==> src/hdl/adcf_consts.svh <==
// Register offsets, field positions, reset values and timing counts of the converter controller.
`ifndef ADCF_CONSTS_SVH
`define ADCF_CONSTS_SVH
`define ADCF_ADDR_RESULT_LOW 8'hBD
`define ADCF_ADDR_RESULT_HIGH 8'hBE
`define ADCF_ADDR_CONFIG 8'hBC
`define ADCF_ADDR_CONTROL 8'hE8
`define ADCF_CFG_RESET 8'hF8
`define ADCF_CTL_RESET 8'h00
`define ADCF_RESULT_RESET 8'h00
`define ADCF_CFG_DIV_MSB 7
`define ADCF_CFG_DIV_LSB 3
`define ADCF_CFG_RPT_MSB 2
`define ADCF_CFG_RPT_LSB 1
`define ADCF_CFG_GAIN_BIT 0
`define ADCF_CTL_ENABLE_BIT 7
`define ADCF_CTL_BURST_BIT 6
`define ADCF_CTL_DONE_BIT 5
`define ADCF_CTL_BUSY_BIT 4
`define ADCF_CTL_WIN_BIT 3
`define ADCF_CTL_LJST_BIT 2
`define ADCF_BURST_CLK_MHZ 30
`define ADCF_SYS_CLK_MHZ 200
`define ADCF_BURST_PRESCALE (((`ADCF_SYS_CLK_MHZ) + (`ADCF_BURST_CLK_MHZ) - 1) / (`ADCF_BURST_CLK_MHZ))
`define ADCF_SAR_TICKS_PER_CONV 8'h0E
`endif

==> src/hdl/adcf_pkg.sv <==
// Types shared by the converter controller files.
package adcf_pkg;
   typedef struct packed
   {
      logic [4:0] sar_clock_divisor;
      logic [1:0] repeat_count_select;
      logic gain_program_enable;
   } adcf_cfg_t;

   typedef struct packed
   {
      logic write;
      logic read;
      logic [7:0] addr;
      logic [7:0] wdata;
   } adcf_sfr_req_t;

   typedef enum logic [1:0]
   {
      ADCF_IDLE,
      ADCF_CONVERT,
      ADCF_WAIT_START
   } adcf_state_t;
endpackage

==> src/hdl/adcf_converter.sv <==
// Converter control: SAR clock divider, repeat accumulation, result formatting and register access.
// How it works
// - SAR clock toggles once every divisor+1 source ticks.
// - Source is system clock, or a burst tick of system clock divided by 7, under 30 MHz.
// - Repeat field sets conversions per completion event.
// - Codes 00..11 select 1, 4, 8, 16.
// - Burst runs the whole set from one start.
// - Accumulated sum goes into high:low data bytes.
// - Right justified high byte zero-filled above sum bit 11, 12, 13 for codes 00, 01, 10.
// - Code 11 high byte holds sum bits 15:8.
// - Left justified high byte is result 11:4.
// - Right justified low byte is sum 7:0.
// - Left justified low byte is bits 3:0, zeros.
// - Configuration bit 0 is the gain enable.
// - Done flag sets per finished set, sticky.
// - Control bit 6 selects burst mode.
`timescale 1ns/1ps
`include "adcf_consts.svh"
module adcf_converter
(
   input wire logic mclk,
   input wire logic reset,
   input wire adcf_pkg::adcf_sfr_req_t sfr_req,
   input wire logic convert_start,
   input wire logic [11:0] sample_code,
   input wire logic window_hit,
   output logic [7:0] sfr_rdata,
   output logic end_of_conversion_event,
   output logic window_compare_event,
   output logic sar_conversion_clock,
   output logic gain_program_enable
);
   import adcf_pkg::*;

   adcf_cfg_t converter_config_reg;
   logic converter_enable, burst_mode_enable, conversion_done_flag, window_flag, left_justify_select;
   logic [1:0] start_mode, rpt_code;
   logic [7:0] result_high_byte, result_low_byte, tick_count;
   adcf_state_t state;
   logic [3:0] conv_left;
   logic [15:0] accum, next_sum;
   logic [2:0] burst_pre;
   logic divider_source_clock, sar_tick, busy, conv_done, set_done, start_req, rj_end;
   logic [4:0] set_size_m1;
   logic wr_cfg, wr_ctl, wr_low, wr_high;

   assign wr_cfg = sfr_req.write && sfr_req.addr == `ADCF_ADDR_CONFIG;
   assign wr_ctl = sfr_req.write && sfr_req.addr == `ADCF_ADDR_CONTROL;
   assign wr_low = sfr_req.write && sfr_req.addr == `ADCF_ADDR_RESULT_LOW;
   assign wr_high = sfr_req.write && sfr_req.addr == `ADCF_ADDR_RESULT_HIGH;
   assign busy = state != ADCF_IDLE;

   // Start from the pin, or from a busy-bit write when the start mode field is zero.
   assign start_req = converter_enable && (convert_start
      || (wr_ctl && sfr_req.wdata[`ADCF_CTL_BUSY_BIT] && start_mode == 2'b00));

   always_comb
   begin
      case (converter_config_reg.repeat_count_select)
         2'b00: set_size_m1 = 5'h00;
         2'b01: set_size_m1 = 5'h03;
         2'b10: set_size_m1 = 5'h07;
         2'b11: set_size_m1 = 5'h0F;
         default: set_size_m1 = 5'h00;
      endcase
   end

   always_ff @(posedge mclk)
   begin
      if (reset)
      begin
         converter_config_reg <= `ADCF_CFG_RESET;
      end
      else if (wr_cfg)
      begin
         converter_config_reg <= sfr_req.wdata;
      end
   end

   always_ff @(posedge mclk)
   begin
      if (reset)
      begin
         converter_enable <= 1'b0;
         burst_mode_enable <= 1'b0;
         left_justify_select <= 1'b0;
         start_mode <= 2'b00;
      end
      else if (wr_ctl)
      begin
         converter_enable <= sfr_req.wdata[`ADCF_CTL_ENABLE_BIT];
         burst_mode_enable <= sfr_req.wdata[`ADCF_CTL_BURST_BIT];
         left_justify_select <= sfr_req.wdata[`ADCF_CTL_LJST_BIT];
         start_mode <= sfr_req.wdata[1:0];
      end
   end

   // The burst source is a prescaled tick, so it never runs faster than the burst clock limit.
   always_ff @(posedge mclk)
   begin
      if (reset || burst_pre == 3'(`ADCF_BURST_PRESCALE - 1))
      begin
         burst_pre <= 3'h0;
      end
      else
      begin
         burst_pre <= burst_pre + 3'h1;
      end
   end

   assign divider_source_clock = burst_mode_enable ? (burst_pre == 3'h0) : 1'b1;

   adcf_clock_divider u_divider
   (
      .mclk(mclk),
      .reset(reset),
      .run(busy),
      .source_tick(divider_source_clock),
      .divisor(converter_config_reg.sar_clock_divisor),
      .sar_tick(sar_tick)
   );

   always_ff @(posedge mclk)
   begin
      if (reset)
      begin
         sar_conversion_clock <= 1'b0;
      end
      else if (sar_tick)
      begin
         sar_conversion_clock <= !sar_conversion_clock;
      end
   end

   assign conv_done = state == ADCF_CONVERT && sar_tick && tick_count == `ADCF_SAR_TICKS_PER_CONV;
   assign set_done = conv_done && conv_left == 4'h0;
   assign next_sum = accum + {4'h0, sample_code};

   // Sequencer: one conversion per start outside burst, a self-timed set in burst.
   always_ff @(posedge mclk)
   begin
      if (reset || !converter_enable)
      begin
         state <= ADCF_IDLE;
         conv_left <= 4'h0;
         tick_count <= 8'h00;
      end
      else
      begin
         case (state)
            ADCF_IDLE:
            begin
               tick_count <= 8'h00;
               if (start_req)
               begin
                  state <= ADCF_CONVERT;
                  conv_left <= set_size_m1[3:0];
               end
            end
            ADCF_CONVERT:
            begin
               if (sar_tick)
               begin
                  tick_count <= conv_done ? 8'h00 : tick_count + 8'h01;
               end
               if (set_done)
               begin
                  state <= ADCF_IDLE;
               end
               else if (conv_done)
               begin
                  conv_left <= conv_left - 4'h1;
                  state <= burst_mode_enable ? ADCF_CONVERT : ADCF_WAIT_START;
               end
            end
            ADCF_WAIT_START:
            begin
               if (start_req)
               begin
                  state <= ADCF_CONVERT;
               end
            end
            default:
            begin
               state <= ADCF_IDLE;
            end
         endcase
      end
   end

   // Accumulator restarts with each new set, so a stale sum never leaks into the next one.
   always_ff @(posedge mclk)
   begin
      if (reset || (state == ADCF_IDLE && start_req))
      begin
         accum <= 16'h0000;
      end
      else if (conv_done)
      begin
         accum <= next_sum;
      end
   end

   // Justification is sampled when the set ends; left justify with repeats keeps only sum bits 11:0.
   always_ff @(posedge mclk)
   begin
      if (reset)
      begin
         result_high_byte <= `ADCF_RESULT_RESET;
         result_low_byte <= `ADCF_RESULT_RESET;
      end
      else if (set_done)
      begin
         if (left_justify_select)
         begin
            result_high_byte <= next_sum[11:4];
            result_low_byte <= {next_sum[3:0], 4'h0};
         end
         else
         begin
            case (converter_config_reg.repeat_count_select)
               2'b00: result_high_byte <= {4'h0, next_sum[11:8]};
               2'b01: result_high_byte <= {3'h0, next_sum[12:8]};
               2'b10: result_high_byte <= {2'h0, next_sum[13:8]};
               default: result_high_byte <= next_sum[15:8];
            endcase
            result_low_byte <= next_sum[7:0];
         end
      end
      else
      begin
         if (wr_high)
         begin
            result_high_byte <= sfr_req.wdata;
         end
         if (wr_low)
         begin
            result_low_byte <= sfr_req.wdata;
         end
      end
   end

   // Set wins over a clear in the same cycle.
   always_ff @(posedge mclk)
   begin
      if (reset)
      begin
         conversion_done_flag <= 1'b0;
         window_flag <= 1'b0;
      end
      else
      begin
         if (set_done)
         begin
            conversion_done_flag <= 1'b1;
         end
         else if (wr_ctl)
         begin
            conversion_done_flag <= sfr_req.wdata[`ADCF_CTL_DONE_BIT];
         end
         if (set_done && window_hit)
         begin
            window_flag <= 1'b1;
         end
         else if (wr_ctl)
         begin
            window_flag <= sfr_req.wdata[`ADCF_CTL_WIN_BIT];
         end
      end
   end

   always_ff @(posedge mclk)
   begin
      if (reset)
      begin
         end_of_conversion_event <= 1'b0;
         window_compare_event <= 1'b0;
         gain_program_enable <= 1'b0;
         sfr_rdata <= 8'h00;
      end
      else
      begin
         end_of_conversion_event <= set_done;
         window_compare_event <= set_done && window_hit;
         gain_program_enable <= converter_config_reg.gain_program_enable;
         case (sfr_req.addr)
            `ADCF_ADDR_CONFIG: sfr_rdata <= converter_config_reg;
            `ADCF_ADDR_CONTROL: sfr_rdata <= {converter_enable, burst_mode_enable, conversion_done_flag,
               busy, window_flag, left_justify_select, start_mode};
            `ADCF_ADDR_RESULT_HIGH: sfr_rdata <= result_high_byte;
            `ADCF_ADDR_RESULT_LOW: sfr_rdata <= result_low_byte;
            default: sfr_rdata <= 8'h00;
         endcase
      end
   end

   assign rpt_code = converter_config_reg.repeat_count_select;
   assign rj_end = set_done && !left_justify_select;
endmodule

==> src/hdl/adcf_clock_divider.sv <==
// Divider that makes the SAR conversion clock tick from a source tick.
`timescale 1ns/1ps
module adcf_clock_divider
(
   input wire logic mclk,
   input wire logic reset,
   input wire logic run,
   input wire logic source_tick,
   input wire logic [4:0] divisor,
   output logic sar_tick
);
   logic [4:0] count;

   // The count restarts whenever the converter is idle so the first conversion of each set sees a full first period.
   always_ff @(posedge mclk)
   begin
      if (reset || !run)
      begin
         count <= 5'h00;
         sar_tick <= 1'b0;
      end
      else if (source_tick)
      begin
         if (count >= divisor)
         begin
            count <= 5'h00;
            sar_tick <= 1'b1;
         end
         else
         begin
            count <= count + 5'h01;
            sar_tick <= 1'b0;
         end
      end
      else
      begin
         sar_tick <= 1'b0;
      end
   end
endmodule

==> config.mk <==
export PLATFORM = sky130hd
export DESIGN_NAME = adcf_converter
export DESIGN_NICKNAME = d
export VERILOG_FILES = /design/src/hdl/adcf_pkg.sv /design/src/hdl/adcf_converter.sv /design/src/hdl/adcf_clock_divider.sv
export VERILOG_INCLUDE_DIRS = /design/src /design/src/hdl
export SDC_FILE = /design/constraint.sdc
export NUM_CORES = 1
export LEC_CHECK = 0
export ABC_CLOCK_PERIOD_IN_PS = 3300
export BUFFER_PORTS_ARGS = -buffer_cell sky130_fd_sc_hd__buf_2
export CAP_MARGIN = 0
export CORE_ASPECT_RATIO = 1.1
export CORE_MARGIN = 5
export CORE_UTILIZATION = 59
export DETAILED_ROUTE_END_ITERATION = 8
export PLACE_DENSITY = 0.9
export SYNTH_ARGS = -nofsm -noshare
export SYNTH_HDL_FRONTEND = slang
export SYNTH_SLANG_ARGS = --single-unit
==> constraint.sdc <==
create_clock -name mclk -period 3.3 [get_ports mclk]
set_input_delay 0.66 -clock mclk [delete_from_list [all_inputs] [get_ports mclk]]
set_output_delay 0.66 -clock mclk [all_outputs]
set_load 0.05 [all_outputs]
==> results_dict.tcl <==
set metrics [dict create \
    critPathKind "in -> reg" \
    most-common-layout-cells "82 x dfxtp_1, 79 x nand2_1, 54 x nor2_1" \
    ys_seq_area_frac 0.358 \
    drive_gt1_frac 0.149 \
    ys_ff_latch 82 \
    yosysWarningCount 0 \
    chipWidth_microns 94.0 \
    cts-root-buf "clkbuf_8" \
    dp.cells 685 \
    fp.dieArea_sq_um 9630 \
    hold_path.startpoint "accum[7]" \
    cp_max_fo 4 \
    numCtsBuffers 9 \
    top_register "accum" \
    hold-worst-slack_ns 0.471 \
    grt_max_degree 35 \
    area_growth_pct 9.70 \
    layout_setup_ws_ns 0.750 \
    synth_xor_area_frac 0.0497 \
    htreeDepth 3 \
    pwr_density_cell_nw_per_um2 352 \
    postSynthAreaPerCell_sq_um 8.27 \
    crit_path_cell_trace "buf_2 -> ha_1 -> fa_1 -> a211oi_2 -> o21ai_2 -> nand3_1 -> nand2_1 -> xor2_1 -> a211oi_1 -> a311oi_1" \
    post-place-ws_ns 0.439 \
    synth.cell_area_sq_um 4580 \
    synth_edf_count 0 \
    finClkSkew_ns 0.00931 \
    die_h_microns 102 \
    port_buffers 44 \
    syn_nets 613 \
    n_antenna_cell 0 \
    gr-total-overflow 0 \
    yosysUniqueCellTypes 66 \
    slew_violations 0 \
    synth_fa_ha_area_frac 0.0699 \
    synth_mux_area_frac 0.0284 \
    place_hpwl_microns 8120 \
    gp_congestion 0.898 \
    vias 4298 \
    p_leak_nw 2.04 \
    tightest_slew_ns 0.654 \
    hold_viol 0 \
    grt_pass1_vias 4018 \
    synthCells 554 \
    drcViolationCount 0 \
    cts.hold.buffers_added 0 \
    arrival_ns 2.82 \
    fin_nets 650 \
    io_pins 46 \
    ir_drop_mv 0.207 \
    synthSimpleGateAreaFrac 0.255 \
    first_pass_iters 5 \
    avgViaCountPerCell 6.13 \
    clk_latency_ns 0.36 \
    finalPower_mw 1.77 \
    cp_slowest_cell "fa_1" \
    synth-compound-area-share 0.199 \
    cp-start-kind "input port" \
    crit_buf_inv 1 \
    synth_top_flop_cell "dfxtp_1" \
    clockBufferDepth 2 \
    grt_use_total 0.242 \
    start_util 0.610 \
    critPathTopFamily "compound AO/OA/AOI/OAI gates" \
    wl_per_cell_microns 16.2 \
    core_area_sq_um 7510 \
    holdCritPathClass "reg -> reg" \
    wl_microns 11300 \
    antenna_found_initial 0 \
    clkSlewWorstSetupHoldPaths_ns 0.09 \
    critPathLaunch "sample_code[0]" \
    reg2reg_from "state[0]" \
    stdcell_count 701 \
    grt_first_pass_wirelength_microns 18600 \
    drtAntennaViolNets 0 \
    synth_top_family_by_area "simple AND/OR/NAND/NOR gates" \
    setup_viol 0 \
    fin_crit_sh 0.773 \
    largest_reg_flops 16 \
    endpoint_kind "flop" \
    status "finished, final reports clean" \
    rsz0062_at_grt "false" \
    postSynth.asyncResetShare 0 \
    layout_commonest_cell "dfxtp_1" \
    finalSetupTns_ns 0 \
    cp_slowest_stage_delay_ns 0.44 \
    worstPathRequired_ns 3.57 \
    post_cts_resized 0 \
    clock_sinks 82 \
    maxSlewHeadroom 0.562 \
    cts_tree "built" \
    fmax_mhz 392 \
    drtIter0Drc 317 \
    row_count 33 \
    period_needed_ns 2.55 \
    cap_violations 0 \
    post-cts-setup-buffer-count 0 \
]
worst reg2reg max path, delay by kind of cell (launching register included):
kind               cells  cell delay [ns]
DFF                    1             0.44
AOI/OAI and AO/OA      1             0.29
and+or+nand+nor        4             1.67
power by group:
group	total, mW	switching [mW]	internal, mW
Sequential	0.995	0.00295	0.992
Clock	0.661	0.366	0.295
Combinational	0.110	0.0706	0.0396
Yosys cell counts (7+ instances only):
master	count	area, sq um
xor2_1	15	131
a21oi_1	52	260
a311oi_1	7	61.3
a21o_1	7	52.6
a211oi_1	11	82.6
nor3_1	10	50.1
nand2_1	79	297
ha_1	24	300
mux2i_1	13	130
xnor2_1	11	96.3
nor2_1	54	203
dfxtp_1	82	1640
and3_1	8	50.1
a22oi_1	7	52.6
clkbuf_1	12	45.0
nand3_1	34	170
inv_1	15	56.3
a31oi_1	8	50.1
and2_1	7	43.8
o21ai_0	9	45.0
stage by stage:
step / util / cell area (sq um)
global placement: 0.646 / 4850
CTS: 0.669 / 5020
floorplan: - / 4580
detailed placement: 0.646 / 4850
global route: 0.669 / 5020
finish: 0.669 / 5020
logic make-up after synthesis:
kind of cell,after synthesis
multiplexers,13
buffers and inverters,40
AO/OA/AOI/OAI,133
flip-flops,82
XOR/XNOR,26
adder cells (fa/ha/maj),25
AND/OR/NAND/NOR,235
cell type report:
class	instances	area (sq um)
Multi-Input combinational cell	432	2760
Fill cell	633	2490
Sequential cell	82	1640
Timing Repair Buffer	50	265
Clock buffer	12	145
Tap cell	105	131
Inverter	16	60.1
Clock inverter	4	26.3
final timing paths:
path	end	slack, ns	cells after the start
setup reg to reg	result_high_byte[7]	0.80	5
setup / recovery	result_high_byte[0]	0.75	10
hold / removal	accum[7]	0.47	2
hold reg to reg	accum[7]	0.47	2
metal layers:
layer  up-vias  global-route usage  part of all wire
met1      2018               0.293              0.41
li1       2052                   -                 -
met5         -                   0                 0
met2       189               0.417              0.48
met4         0               0.117             0.035
met3        39              0.0434             0.072
No activity file was read; power rests on OpenSTA's default activity.
